--- src/cfb_defines.vh ---
// cfb_defines.vh: constants for the cpu flag and base register block
// assumes: included by the design file; holds definitions only
`ifndef CFB_DEFINES_VH
`define CFB_DEFINES_VH

// register offsets on the plain register port
`define CFB_OFF_FLAGS     4'h0
`define CFB_OFF_SBASE     4'h1
`define CFB_OFF_USP       4'h2
`define CFB_OFF_ISP       4'h3
`define CFB_OFF_IRQ_STAT  4'h4
`define CFB_OFF_IRQ_MASK  4'h5
`define CFB_OFF_BANK_REG  4'h8

// flag bit positions
`define CFB_FLG_CARRY     0
`define CFB_FLG_DEBUG     1
`define CFB_FLG_ZERO      2
`define CFB_FLG_SIGN      3
`define CFB_FLG_BANK      4
`define CFB_FLG_OVFL      5
`define CFB_FLG_IEN       6
`define CFB_FLG_STKSEL    7
`define CFB_FLG_PRI_LO    12
`define CFB_FLG_PRI_HI    14

// writable mask: bits 8 to 11 and 15 reserved, read as zero
`define CFB_FLG_MASK      16'h70FF

// reset values
`define CFB_FLG_RST       16'h0000
`define CFB_SB_RST        16'h0000
`define CFB_SP_RST        16'h0000

// software interrupt numbers below this clear the stack select
`define CFB_SWI_LIMIT     6'h20

// interrupt status bits
`define CFB_EV_STEP       0
`define CFB_EV_ACK        1
`define CFB_EV_REJECT     2

`endif

--- src/cfb_regs.v ---
// cfb_regs.v: flag register, static base, stack pointers and the two
// banks of data/address/frame registers of the cpu core.
// assumes: one clock, synchronous reset, execution unit on same clock.
// Operation
// - 16-bit static base register for addressing
// - flag register: eleven flag bits in word
// - bit 0 captures alu carry or borrow
// - debug bit raises step irq, cleared on step ack
// - bit 2 set on zero result
// - bit 3 set on negative result
// - bit 4 selects register bank
// - bit 5 set on overflow
// - bit 6 gates maskable irq, ack clears
// - bit 7 selects user or interrupt stack
// - hw ack or swi 0-31 clears bit 7
// - bits 8-11 and 15 reserved
// - bits 12-14 hold priority level
// - accept irq only above current priority
// - two banks of data/address/frame registers
// - separate user and interrupt stack pointers
//
// The address map and the strobed register port were decided locally.
`timescale 1ns/10ps
`include "cfb_defines.vh"

module cfb_regs
(
    // clock and reset
    input  wire        i_clk,
    input  wire        i_sys_rst,
    // register port
    input  wire [3:0]  i_addr,
    input  wire [15:0] i_wdata,
    input  wire        i_wr,
    input  wire        i_rd,
    output reg  [15:0] o_rdata,
    // alu result flags
    input  wire        i_alu_upd,
    input  wire        i_alu_carry_en,
    input  wire        i_alu_carry,
    input  wire        i_alu_zero,
    input  wire        i_alu_sign,
    input  wire        i_alu_ovfl,
    // instruction boundary and software interrupt
    input  wire        i_instr_done,
    input  wire        i_swi_exec,
    input  wire [5:0]  i_swi_num,
    // maskable interrupt request and acknowledge
    input  wire        i_irq_req,
    input  wire [2:0]  i_irq_pri,
    input  wire        i_irq_ack,
    input  wire        i_step_ack,
    // banked register file access from execution unit
    input  wire [2:0]  i_bank_idx,
    input  wire        i_bank_wr,
    input  wire [15:0] i_bank_wdata,
    // stack pointer access from execution unit
    input  wire        i_sp_wr,
    input  wire [15:0] i_sp_wdata,
    // outputs to core
    output reg  [15:0] o_flags,
    output reg  [15:0] o_static_base,
    output reg  [15:0] o_stack_pointer,
    output reg  [15:0] o_bank_rdata,
    output reg         o_bank_sel,
    output reg         o_irq_accept,
    output reg         o_step_irq,
    output reg         o_irq
);

    // state
    reg  [15:0] flags;
    reg  [15:0] static_base_pointer;
    reg  [15:0] user_stack_pointer;
    reg  [15:0] interrupt_stack_pointer;
    reg  [15:0] bank_mem [0:13];
    reg  [2:0]  irq_stat;
    reg  [2:0]  irq_mask;
    reg  [15:0] next_flags;
    reg  [2:0]  next_stat;
    wire [2:0]  cur_pri;
    wire        accept;
    wire        hw_ack;
    wire        swi_low;
    wire        wr_bank_reg;

    // priority compare is strict; equal level stays pending
    assign cur_pri = flags[`CFB_FLG_PRI_HI:`CFB_FLG_PRI_LO];
    assign accept  = i_irq_req & flags[`CFB_FLG_IEN] & (i_irq_pri > cur_pri);
    assign hw_ack  = i_irq_ack | i_step_ack;
    assign swi_low = i_swi_exec & (i_swi_num < `CFB_SWI_LIMIT);
    assign wr_bank_reg = i_wr & i_addr[3];

    // bank memory index: bank select picks the upper seven words
    function [3:0] cfb_bidx;
        input       bank;
        input [2:0] idx;
        begin
            cfb_bidx = bank ? (4'h7 + {1'b0, idx}) : {1'b0, idx};
        end
    endfunction

    // flag next value: software write, then alu, then acknowledge clears
    always @*
    begin
        next_flags = flags;
        if (i_wr && i_addr == `CFB_OFF_FLAGS)
        begin
            next_flags = i_wdata & `CFB_FLG_MASK;
        end
        if (i_alu_upd)
        begin
            if (i_alu_carry_en)
            begin
                next_flags[`CFB_FLG_CARRY] = i_alu_carry;
            end
            next_flags[`CFB_FLG_ZERO] = i_alu_zero;
            next_flags[`CFB_FLG_SIGN] = i_alu_sign;
            next_flags[`CFB_FLG_OVFL] = i_alu_ovfl;
        end
        if (i_step_ack)
        begin
            next_flags[`CFB_FLG_DEBUG] = 1'b0;
        end
        if (hw_ack)
        begin
            next_flags[`CFB_FLG_IEN] = 1'b0;
        end
        if (hw_ack || swi_low)
        begin
            next_flags[`CFB_FLG_STKSEL] = 1'b0;
        end
    end

    // sticky status: a new event wins over a write-one clear
    always @*
    begin
        next_stat = irq_stat;
        if (i_wr && i_addr == `CFB_OFF_IRQ_STAT)
        begin
            next_stat = irq_stat & ~i_wdata[2:0];
        end
        if (i_step_ack)
        begin
            next_stat[`CFB_EV_STEP] = 1'b1;
        end
        if (i_irq_ack)
        begin
            next_stat[`CFB_EV_ACK] = 1'b1;
        end
        if (i_irq_req && !accept)
        begin
            next_stat[`CFB_EV_REJECT] = 1'b1;
        end
    end

    // architectural registers
    always @(posedge i_clk)
    begin
        if (i_sys_rst)
        begin
            flags                   <= `CFB_FLG_RST;
            static_base_pointer     <= `CFB_SB_RST;
            user_stack_pointer      <= `CFB_SP_RST;
            interrupt_stack_pointer <= `CFB_SP_RST;
            irq_stat                <= 3'h0;
            irq_mask                <= 3'h0;
        end
        else
        begin
            flags    <= next_flags;
            irq_stat <= next_stat;
            if (i_wr && i_addr == `CFB_OFF_SBASE)
            begin
                static_base_pointer <= i_wdata;
            end
            if (i_wr && i_addr == `CFB_OFF_IRQ_MASK)
            begin
                irq_mask <= i_wdata[2:0];
            end
            // core writes the active pointer; software may load either
            if (i_sp_wr && flags[`CFB_FLG_STKSEL])
            begin
                user_stack_pointer <= i_sp_wdata;
            end
            else if (i_wr && i_addr == `CFB_OFF_USP)
            begin
                user_stack_pointer <= i_wdata;
            end
            if (i_sp_wr && !flags[`CFB_FLG_STKSEL])
            begin
                interrupt_stack_pointer <= i_sp_wdata;
            end
            else if (i_wr && i_addr == `CFB_OFF_ISP)
            begin
                interrupt_stack_pointer <= i_wdata;
            end
        end
    end

    // banked registers: r0-r3, a0, a1, fb per bank; no reset, as on silicon
    always @(posedge i_clk)
    begin
        if (i_bank_wr && i_bank_idx != 3'h7)
        begin
            bank_mem[cfb_bidx(flags[`CFB_FLG_BANK], i_bank_idx)] <= i_bank_wdata;
        end
        else if (wr_bank_reg && i_addr[2:0] != 3'h7)
        begin
            bank_mem[cfb_bidx(flags[`CFB_FLG_BANK], i_addr[2:0])] <= i_wdata;
        end
    end

    // registered outputs; selects seen one cycle after the flag write,
    // so the next instruction already uses the new bank and pointer
    always @(posedge i_clk)
    begin
        if (i_sys_rst)
        begin
            o_rdata         <= 16'h0000;
            o_flags         <= 16'h0000;
            o_static_base   <= 16'h0000;
            o_stack_pointer <= 16'h0000;
            o_bank_rdata    <= 16'h0000;
            o_bank_sel      <= 1'b0;
            o_irq_accept    <= 1'b0;
            o_step_irq      <= 1'b0;
            o_irq           <= 1'b0;
        end
        else
        begin
            o_flags         <= next_flags;
            o_static_base   <= static_base_pointer;
            o_bank_sel      <= next_flags[`CFB_FLG_BANK];
            o_stack_pointer <= next_flags[`CFB_FLG_STKSEL] ?
                               user_stack_pointer : interrupt_stack_pointer;
            o_bank_rdata    <= (i_bank_idx == 3'h7) ? 16'h0000 :
                               bank_mem[cfb_bidx(flags[`CFB_FLG_BANK], i_bank_idx)];
            o_irq_accept    <= accept;
            o_step_irq      <= i_instr_done & flags[`CFB_FLG_DEBUG] & ~i_step_ack;
            o_irq           <= |(next_stat & irq_mask);
            o_rdata         <= 16'h0000;
            if (i_rd)
            begin
                case (i_addr)
                    `CFB_OFF_FLAGS:    o_rdata <= flags;
                    `CFB_OFF_SBASE:    o_rdata <= static_base_pointer;
                    `CFB_OFF_USP:      o_rdata <= user_stack_pointer;
                    `CFB_OFF_ISP:      o_rdata <= interrupt_stack_pointer;
                    `CFB_OFF_IRQ_STAT: o_rdata <= {13'h0000, irq_stat};
                    `CFB_OFF_IRQ_MASK: o_rdata <= {13'h0000, irq_mask};
                    default:
                    begin
                        if (i_addr[3] && i_addr[2:0] != 3'h7)
                        begin
                            o_rdata <= bank_mem[cfb_bidx(flags[`CFB_FLG_BANK], i_addr[2:0])];
                        end
                        else
                        begin
                            o_rdata <= 16'h0000;
                        end
                    end
                endcase
            end
        end
    end

endmodule // cfb_regs

--- config.mk ---
export PLATFORM = sky130hd
export DESIGN_NAME = cfb_regs
export DESIGN_NICKNAME = d
export VERILOG_FILES = /design/src/cfb_regs.v
export VERILOG_INCLUDE_DIRS = /design/src
export SDC_FILE = /design/constraint.sdc
export NUM_CORES = 1
export LEC_CHECK = 0
export BUFFER_PORTS_ARGS = -buffer_cell sky130_fd_sc_hd__buf_2
export CAP_MARGIN = 20
export CORE_MARGIN = 3
export CORE_UTILIZATION = 50
export CTS_CLUSTER_DIAMETER = 200
export DETAILED_ROUTE_END_ITERATION = 6
export PLACE_DENSITY = 0.72
export RECOVER_POWER = 50
export SYNTH_ARGS = -nofsm -noshare
export SYNTH_HDL_FRONTEND = slang
export SYNTH_SLANG_ARGS = --single-unit
--- constraint.sdc ---
create_clock -name i_clk -period 3.3 [get_ports i_clk]
set_clock_uncertainty 0.05 [all_clocks]
set_input_delay 0.495 -clock i_clk [delete_from_list [all_inputs] [get_ports i_clk]]
set_output_delay 0.495 -clock i_clk [all_outputs]
set_load 0.01 [all_outputs]
==> summary.txt, run 1 <==
Internal - 7.88 mW
Failing checks - max-capacitance violations, max-slew violations
Status - finished, violations left
Post-DR vias/cell - 6.52
P per Cell Area - 512 nW/µm²
WP data required - 3.48 ns
1st-iter DRT viols - 1,421
Largest cells by area after synthesis - edfxtp_1 38%, dfxtp_1 15%, mux4_2 10%
Finish-stage setup viols - 0
TritonCTS Buffers - 38
H-tree depth - 2
Combinational Power Share - 0.114
Setup slack, reg-to-reg - 0.19 ns
Via count - 13.7k
CTS tree - done
Clock root buffer - clkbuf_16
Die W - 194 µm
DRT Wirelength - 54,800 µm
CTS Buffer Depth - 3
Slew headroom - -0.321
Fin worst setup slack - 0.191 ns
CP endpoint kind - flop
Area of the core - 34,600 µm²
First-pass GRT wire length - 81,800 µm
Max Cap Viol - 1
Pin count of the biggest net entering global routing - 101
Routed wire per std cell - 26.1 µm
P_leak - 7.25 nW
Main synth FF type - edfxtp_1
Crit path max fanout - 41
Die height - 194 µm
Worst Reg-to-Reg Cells - 5
Final Power - 10.4 mW
CP arrival - 3.29 ns
Area Overhead vs Synth - 15.0%
Worst hold path type - in2reg
Avg Synthesized Cell Area - 12.2 µm²
Nets - 1,700
Initial antenna violation count - 0
Rows - 68
Cell count after synthesis - 1,452
ANT nets after route - 0
Sw Share - 0.242
Sequential fraction of the synthesis area - 0.531
Die area - 37,600 µm²
Buffer count from post-CTS setup fixing - 0
Async S/R FF share, synth - 0
Vias in the first global route - 13.3k
Period minus WS final - 3.11 ns
Post-CTS Hold Buffers - 0
Post-CTS sizing - 0
GR Overflow Total - 0
Startpoint types - flop
Sequential Power Share - 0.475
RSZ-0062 raised after global routing - no
Skew-Pair Late Insertion Delay - 0.53 ns
RD Place Congestion - 0.961
R2R Path End - bank_mem[4][9]$_DFFE_PP_
Register bit count reported by yosys - 356
Hold Path End - o_flags[6]$_SDFFE_PP0N_
Final Hold Fails - 0
Share of cells above drive strength 1 - 0.211
Clock Sinks - 356
Min-delay src - i_irq_ack
Distinct cells, synth - 72
Starting Density - 0.510
Tot GR Track Use - 0.283
Post-synth EDFFs - 224
Post-Synthesis Cell Area - 17,700 µm²
Clk pwr share - 0.411
WHS Path Cells - 2
Port-buffer cells - 154
Yosys top cell area share - 0.381
DP Wirelength - 37,500 µm
Synthesis Warnings - 0
# IOs - 165
Reg2reg start - o_flags[4]$_SDFFE_PP0N_
Clk pin slew, worst setup/hold paths - 0.06 ns
Worst-Margin Slew - 1.98 ns
Max VDD drop - 0.364 mV
Pre-antenna DRT Iters - 6
Sw Pwr - 2.51 mW
Leading area contributor after synthesis - edfxtp_1
Place WS - -0.129 ns
Tcrit/Tclk final - 0.942
DRC - 0
Max-slew violation count - 101
Fmax - 322 MHz
Critical path class - reg2reg
per-stage QoR:
step	instance area (µm²)	instances	hold slack (ns)	utilization	setup TNS, ns
3_5_place_dp	19200	2025	0.411	0.553	-1.50
2_1_floorplan	17700	1456	0.394	-	-23.45
6_report	20300	2096	0.110	0.586	0
3_3_place_gp	19200	2025	0.407	0.553	-0.374
4_1_cts	20400	2095	0.0970	0.590	0
5_1_grt	20300	2095	0.101	0.586	0
worst max-delay path by stage:
| stage | from | to | slack, ns | cells past startpoint |
|---|---|---|---|---|
| 2_1_floorplan | i_addr[1] | bank_mem[0][0]$_DFFE_PP_ | -0.24 | 13 |
| 3_3_place_gp | i_addr[0] | bank_mem[4][15]$_DFFE_PP_ | -0.03 | 9 |
| 3_5_place_dp | i_addr[0] | bank_mem[6][5]$_DFFE_PP_ | -0.13 | 9 |
| 4_1_cts | o_flags[4]$_SDFFE_PP0N_ | bank_mem[4][10]$_DFFE_PP_ | 0.27 | 5 |
| 5_1_grt | i_addr[0] | bank_mem[6][1]$_DFFE_PP_ | 0.11 | 9 |
| 6_report | o_flags[4]$_SDFFE_PP0N_ | bank_mem[4][9]$_DFFE_PP_ | 0.19 | 5 |
cells in the final DEF (no fill, tap or decap), types with 41 or more instances in the layout:
| cell | n |
|---|---|
| clkbuf_16 | 41 |
| mux4_2 | 82 |
| clkbuf_1 | 94 |
| buf_4 | 74 |
| edfxtp_1 | 224 |
| dfxtp_1 | 131 |
| buf_2 | 75 |
| a21oi_1 | 92 |
| nand2_1 | 124 |
| nor2_1 | 131 |
| mux2i_1 | 113 |
routing by layer:
metal  up-vias  global-route usage  share of wire
met5         -                   0              0
met4         0               0.116          0.048
met3       178              0.0666           0.11
met2       965               0.447           0.45
met1      6645               0.380           0.39
li1       5884                   -              -
logic make-up after synthesis:
logic type      Yosys count  synth area share
mux                     235             0.197
simple gates            380            0.0955
other cells               1          0.000212
buf+inv                 141            0.0400
fa+ha+maj                 9           0.00638
flops                   356             0.531
xor+xnor                  4           0.00199
compound gates          326             0.128
worst max-delay path: stages (launching register included):
cell	delay [ns]
dfxtp_4	0.67
buf_4	0.33
xnor2_1	0.26
a31oi_1	0.26
nor2_2	0.91
buf_4	0.28
power groups by stage:
stage	clock network [mW]	logic, mW	registers (mW)
detailed placement	0	1.18	5.02
floorplan	0	0.749	5.02
finish	4.27	1.19	4.93
global placement	0	1.16	5.02
CTS	4.32	1.19	4.93
global route	4.54	1.26	4.94
sequential cells by signal (all words and copies together), names as in the netlist, 16 cells and up:
signal	cells
interrupt_stack_pointer	16
o_stack_pointer	16
o_rdata	16
o_bank_rdata	16
o_static_base	16
user_stack_pointer	16
bank_mem	224
static_base_pointer	16
Yosys cell counts, drive strengths merged, types with 2 or more instances:
| master | count |
|---|---|
| nand2b | 13 |
| inv | 15 |
| a31oi | 10 |
| o211ai | 4 |
| or3 | 5 |
| edfxtp | 224 |
| mux4 | 84 |
| a22oi | 26 |
| and3 | 3 |
| a222oi | 9 |
| nand2 | 125 |
| or2 | 5 |
| mux2 | 38 |
| o31ai | 4 |
| o22ai | 20 |
| mux2i | 113 |
| xnor2 | 2 |
| o221ai | 5 |
| dfxtp | 132 |
| a2111oi | 14 |
| a211o | 2 |
| clkbuf | 45 |
| ha | 9 |
| o41ai | 2 |
| nor3 | 13 |
| o21ai | 47 |
| xor2 | 2 |
| a311oi | 19 |
| nor2 | 141 |
| o32ai | 12 |
| buf | 80 |
| a21oi | 92 |
| nor2b | 34 |
| a31o | 2 |
| a211oi | 36 |
| nand3 | 28 |
| a32oi | 4 |
| o22a | 5 |
| a221oi | 2 |
| nor3b | 6 |
| o311a | 3 |
final cells by class:
cell class	count	area, µm²
diodes	1	2.50
clock buffers	58	1140
clock inverters	12	114
fillers	2764	14300
inverters	16	60.1
multi-input cells	959	7660
flip-flops and latches	356	9370
well taps	455	569
repair buffers	239	1370
(Power assumes the default switching activity.)
==> run 2: changes to the inputs <==
Settings changed: CELL_PAD_IN_SITES_DETAIL_PLACEMENT set to 1, CELL_PAD_IN_SITES_GLOBAL_PLACEMENT set to 1, CORE_UTILIZATION 50 to 44, PLACE_DENSITY 0.72 to unset, PLACE_DENSITY_LB_ADDON set to 0.1.
==> run 2 against run 1 <==
Effect of this change:
- the flow still finishes with violations (max-capacitance violations, max-slew violations)
- critical path depth grew 4
- sequential power is essentially flat
- die area grew 13%
- sequential share of layout area shrank 0.51 points
- clock power grew 2%
- routed wire length grew 10%
- final cell count grew 3.8%
- worst hold slack lost 0.020 ns
- final area grew 1.1%
- setup slack gained 0.27 ns
- global-route usage grew 0.072 points
- highest routed layer unchanged
==> summary.txt, run 2 (synthesized netlist as in run 1, its figures left out) <==
Routed wire per std cell - 27.8 µm (was 26.1 µm)
H-tree depth - 2 (unchanged)
Worst Reg-to-Reg Cells - 7 (was 5)
Failing checks - max-capacitance violations, max-slew violations (unchanged)
Nets - 1,717 (was 1,700)
Area of the core - 39,100 µm² (was 34,600 µm²)
Most common library cell in the layout ignoring fill and taps - edfxtp_1 (unchanged)
TritonCTS Buffers - 40 (was 38)
# IOs - 165 (unchanged)
Starting Density - 0.451 (was 0.510)
Die height - 206 µm (was 194 µm)
Post-CTS Hold Buffers - 0 (unchanged)
RD Place Congestion - 0.894 (was 0.961)
Max Cap Viol - 1 (unchanged)
Initial antenna violation count - 1 (was 0)
P per Cell Area - 512 nW/µm² (about the same)
Finish-stage setup viols - 0 (unchanged)
First-pass GRT wire length - 89,000 µm (was 81,800 µm)
Period minus WS final - 2.84 ns (was 3.11 ns)
Rows - 72 (was 68)
DP Wirelength - 42,400 µm (was 37,500 µm)
WP data required - 3.51 ns (was 3.48 ns)
CTS tree - done (unchanged)
Pin count of the biggest net entering global routing - 58 (was 101)
Buffer count from post-CTS setup fixing - 0 (unchanged)
P_leak - 7.30 nW (was 7.25 nW)
Final Power - 10.5 mW (was 10.4 mW)
Post-CTS sizing - 0 (unchanged)
Worst-Margin Slew - 1.95 ns (was 1.98 ns)
GR Overflow Total - 0 (unchanged)
Critical path class - in2reg (was reg2reg)
Vias in the first global route - 13.5k (was 13.3k)
Worst hold path type - in2reg (unchanged)
Max FFs per register - 224 (unchanged)
Port-buffer cells - 154 (unchanged)
RSZ-0062 raised after global routing - no (unchanged)
1st-iter DRT viols - 1,086 (was 1,421)
Area Overhead vs Synth - 16.3% (was 15.0%)
Final Hold Fails - 0 (unchanged)
Tot GR Track Use - 0.284 (was 0.283)
CP endpoint kind - flop (unchanged)
CP arrival - 3.05 ns (was 3.29 ns)
Pre-antenna DRT Iters - 6 (unchanged)
Die W - 206 µm (was 194 µm)
Fmax - 352 MHz (was 322 MHz)
Post-DR vias/cell - 6.18 (was 6.52)
Clock Sinks - 356 (unchanged)
Fin util - 0.525 (was 0.586)
Crit path max fanout - 11 (was 41)
Clock root buffer - clkbuf_16 (unchanged)
DRT Wirelength - 60,400 µm (was 54,800 µm)
Final cell count without fillers - 2,175 (was 2,096)
Slew headroom - -0.303 (was -0.321)
DRC - 0 (unchanged)
Tcrit/Tclk final - 0.860 (was 0.942)
Skew-Pair Late Insertion Delay - 0.55 ns (was 0.53 ns)
Share of cells above drive strength 1 - 0.219 (was 0.211)
Inst Count DP - 2,103 (was 2,025)
ANT nets after route - 0 (unchanged)
Most frequent cells in the layout - 224 x edfxtp_1, 131 x dfxtp_1, 127 x nor2_1 (was 224 x edfxtp_1, 131 x nor2_1, 131 x dfxtp_1)
Max VDD drop - 0.411 mV (was 0.364 mV)
WHS Path Cells - 2 (unchanged)
Via count - 13.4k (was 13.7k)
Startpoint types - primary input (was flop)
CTS Buffer Depth - 3 (unchanged)
Max-slew violation count - 45 (was 101)
Status - finished, violations left (unchanged)
Clk pin slew, worst setup/hold paths - 0.06 ns (about the same)
Die area - 42,600 µm² (was 37,600 µm²)
run 2: final cells by class:
| cell class | count | area [µm²] |
|---|---|---|
| antenna | 1 | 2.50 |
| clock buffer | 55 | 1090 |
| clock inverter | 16 | 156 |
| fill | 4108 | 18600 |
| inverter | 16 | 60.1 |
| multi-input combinational | 959 | 7690 |
| sequential | 356 | 9370 |
| tap | 518 | 648 |
| timing repair buffer | 254 | 1510 |
run 2: power by group:
group	switching, mW	internal (mW)	total (mW)	leakage, nW
clock network	1.80	2.54	4.34	0.590
logic	0.758	0.475	1.23	3.61
registers	0.0676	4.87	4.93	3.11
run 2: per-layer routing:
| metal | global-route usage | share of wire | vias up |
|---|---|---|---|
| li1 | - | - | 5919 |
| met3 | 0.0543 | 0.078 | 88 |
| met4 | 0.0727 | 0.024 | 0 |
| met2 | 0.454 | 0.46 | 553 |
| met1 | 0.400 | 0.43 | 6878 |
| met5 | 0 | 0 | - |
run 2: metrics by stage:
step	hold WS (ns)	TNS, ns	instance area, µm²	worst slack [ns]
finish	0.0900	0	20500	0.461
global route	0.0980	0	20500	0.307
CTS	0.0623	0	20600	0.613
detailed placement	0.413	0	19400	0.182
global placement	0.405	0	19400	0.257
floorplan	0.394	-23.45	17700	-0.245
run 2: final timing paths:
check / from / end / slack [ns]
setup / recovery: i_bank_idx[1] / bank_mem[2][13]$_DFFE_PP_ / 0.46
hold / removal: i_irq_ack / o_flags[6]$_SDFFE_PP0N_ / 0.09
setup reg to reg: o_flags[4]$_SDFFE_PP0N_ / o_rdata[14]$_SDFF_PP0_ / 0.50
hold reg to reg: static_base_pointer[7]$_SDFFE_PP0P_ / static_base_pointer[7]$_SDFFE_PP0P_ / 0.43
run 2: worst max-delay path: stages:
cell      delay (ns)
clkbuf_1        0.49
ha_1            0.30
a21bo_2         0.17
nand3_1         0.10
buf_4           0.20
nor3b_1         0.19
a31oi_1         0.14
nor2_2          0.72
buf_12          0.22
==> run 3: changes to the inputs <==
--- a/config.mk
+++ b/config.mk
@@ -16,2 +16,3 @@
 export DETAILED_ROUTE_END_ITERATION = 6
+export HOLD_SLACK_MARGIN = 0.02
 export PLACE_DENSITY_LB_ADDON = 0.1
--- a/constraint.sdc
+++ b/constraint.sdc
@@ -4,2 +4,2 @@
 set_output_delay 0.495 -clock i_clk [all_outputs]
-set_load 0.01 [all_outputs]
+set_load 0.05 [all_outputs]
==> run 3 against run 2 <==
Effect of this change:
- the run still ends with max-capacitance violations, max-slew violations left
- worst hold slack barely moved
- final area barely moved
- sequential power barely moved
- sequential share of layout area barely moved
- total power rose by 1.2%
- global-route usage did not move
- setup slack improved by 0.0012 ns
- non-clock buffer count did not move
- critical path type unchanged
- largest power group unchanged
==> summary.txt, run 3 (synthesized netlist as in run 1, its figures left out) <==
Worst hold path type - in2reg (unchanged)
CTS Buffer Depth - 3 (unchanged)
Multi-input gate area - 7690 µm² (unchanged)
Starting Density - 0.451 (unchanged)
Post-DR vias/cell - 6.18 (about the same)
First-pass GRT wire length - 89,000 µm (unchanged)
Max FFs per register - 224 (unchanged)
Reg2reg start - o_flags[4]$_SDFFE_PP0N_ (unchanged)
Die W - 206 µm (unchanged)
Sequential Area - 9370 µm² (unchanged)
1st-iter DRT viols - 1,086 (unchanged)
Final instance area - 20,500 µm² (about the same)
DP Wirelength - 42,400 µm (unchanged)
Startpoint types - primary input (unchanged)
Max-slew violation count - 45 (unchanged)
Pin count of the biggest net entering global routing - 58 (unchanged)
Rows - 72 (unchanged)
Share of cells above drive strength 1 - 0.218 (was 0.219)
Pre-antenna DRT Iters - 6 (unchanged)
CP Cell Sequence - clkbuf_1, ha_1, a21bo_2, nand3_1, buf_4, nor3b_1, a31oi_1, nor2_2, buf_12 (unchanged)
WHS Path Cells - 2 (unchanged)
CP max-delay cell - nor2_2 (unchanged)
Buffer count from post-CTS setup fixing - 0 (unchanged)
Crit path largest cell delay - 0.72 ns (about the same)
ANT nets after route - 0 (unchanged)
Fmax - 352 MHz (about the same)
Finish-stage setup viols - 0 (unchanged)
# IOs - 165 (unchanged)
GR Overflow Total - 0 (unchanged)
Max Cap Viol - 1 (unchanged)
Area Overhead vs Synth - 16.2% (was 16.3%)
Most frequent cells in the layout - 224 x edfxtp_1, 131 x dfxtp_1, 127 x nor2_1 (unchanged)
Worst Reg-to-Reg Cells - 7 (unchanged)
Area of the core - 39,100 µm² (unchanged)
Cell family with most CP delay - simple AND/OR/NAND/NOR gates (unchanged)
Worst-Margin Slew - 1.95 ns (unchanged)
Setup slack, reg-to-reg - 0.50 ns (about the same)
Die area - 42,600 µm² (unchanged)
R2R Path End - o_rdata[14]$_SDFF_PP0_ (unchanged)
Clock Sinks - 356 (unchanged)
Die height - 206 µm (unchanged)
Fin util - 0.525 (about the same)
Via count - 13.4k (about the same)
Levels on crit path - 9 (unchanged)
CP arrival - 3.05 ns (about the same)
RSZ-0062 raised after global routing - no (unchanged)
Status - finished, violations left (unchanged)
DP Area - 19,400 µm² (unchanged)
Most common library cell in the layout ignoring fill and taps - edfxtp_1 (unchanged)
CTS tree - done (unchanged)
Clk pin slew, worst setup/hold paths - 0.06 ns (about the same)
Port-buffer cells - 154 (unchanged)
DRT Wirelength - 60,400 µm (about the same)
Initial antenna violation count - 1 (unchanged)
P per Cell Area - 518 nW/µm² (was 512 nW/µm²)
Layout fillers - 4,109 (was 4,108)
WP data required - 3.51 ns (about the same)
H-tree depth - 2 (unchanged)
Max VDD drop - 0.412 mV (was 0.411 mV)
Tot GR Track Use - 0.284 (unchanged)
CP endpoint kind - flop (unchanged)
Nets - 1,717 (unchanged)
Post-CTS sizing - 0 (unchanged)
RD Place Congestion - 0.894 (unchanged)
Vias in the first global route - 13.5k (unchanged)
Skew-Pair Late Insertion Delay - 0.55 ns (about the same)
Slew headroom - -0.303 (unchanged)
Post-CTS Hold Buffers - 0 (unchanged)
TritonCTS Buffers - 40 (unchanged)
WHS - 0.0900 ns (about the same)
Failing checks - max-capacitance violations, max-slew violations (unchanged)
Tcrit/Tclk final - 0.860 (about the same)
DRC - 0 (unchanged)
Min-delay src - i_irq_ack (unchanged)
CP Buf/Inv Count - 3 (unchanged)
Crit path max fanout - 11 (unchanged)
Hold Path End - o_flags[6]$_SDFFE_PP0N_ (unchanged)
Final Hold Fails - 0 (unchanged)
Routed wire per std cell - 27.8 µm (about the same)
Clock root buffer - clkbuf_16 (unchanged)
Critical path class - in2reg (unchanged)
Period minus WS final - 2.84 ns (about the same)
P_leak - 7.30 nW (about the same)
## run 3: metrics by stage
step / total power [mW] / setup slack (ns) / cells / TNS [ns]
after global routing: 11.0 / 0.307 / 2174 / 0
after CTS: 10.7 / 0.613 / 2174 / 0
after floorplan: 5.90 / -0.245 / 1456 / -23.45
final: 10.6 / 0.463 / 2175 / 0
after global placement: 6.36 / 0.257 / 2103 / 0
after detailed placement: 6.39 / 0.182 / 2103 / 0
## run 3: how the worst max path moves through the flow
stage                                  from                   endpoint  slack, ns
detailed placement            i_bank_idx[1]   bank_mem[2][6]$_DFFE_PP_       0.18
floorplan                         i_addr[1]   bank_mem[0][0]$_DFFE_PP_      -0.24
global placement              i_bank_idx[1]  bank_mem[2][13]$_DFFE_PP_       0.26
CTS                 o_flags[4]$_SDFFE_PP0N_     o_rdata[14]$_SDFF_PP0_       0.61
finish                        i_bank_idx[1]  bank_mem[2][13]$_DFFE_PP_       0.46
global route                  i_bank_idx[1]   bank_mem[2][6]$_DFFE_PP_       0.31
## run 3: area by class of cell
cell class,instances,area share
Antenna cell,1,0.000122
Clock buffer,55,0.0530
Clock inverter,16,0.00762
Inverter,16,0.00293
Multi-Input combinational cell,959,0.375
Sequential cell,356,0.457
Tap cell,518,0.0316
Timing Repair Buffer,254,0.0734
## run 3: layer usage
metal / GRT usage / share of wire / routed length, µm
met4: 0.0727 / 0.024 / 1480
met1: 0.400 / 0.43 / 26200
met5: 0 / 0 / 0
met3: 0.0543 / 0.078 / 4720
met2: 0.454 / 0.46 / 28000
## run 3: power by group
| group | switching [mW] | total [mW] | internal, mW |
|---|---|---|---|
| registers | 0.0676 | 4.93 | 4.87 |
| clock network | 1.80 | 4.34 | 2.54 |
| logic | 0.886 | 1.36 | 0.475 |
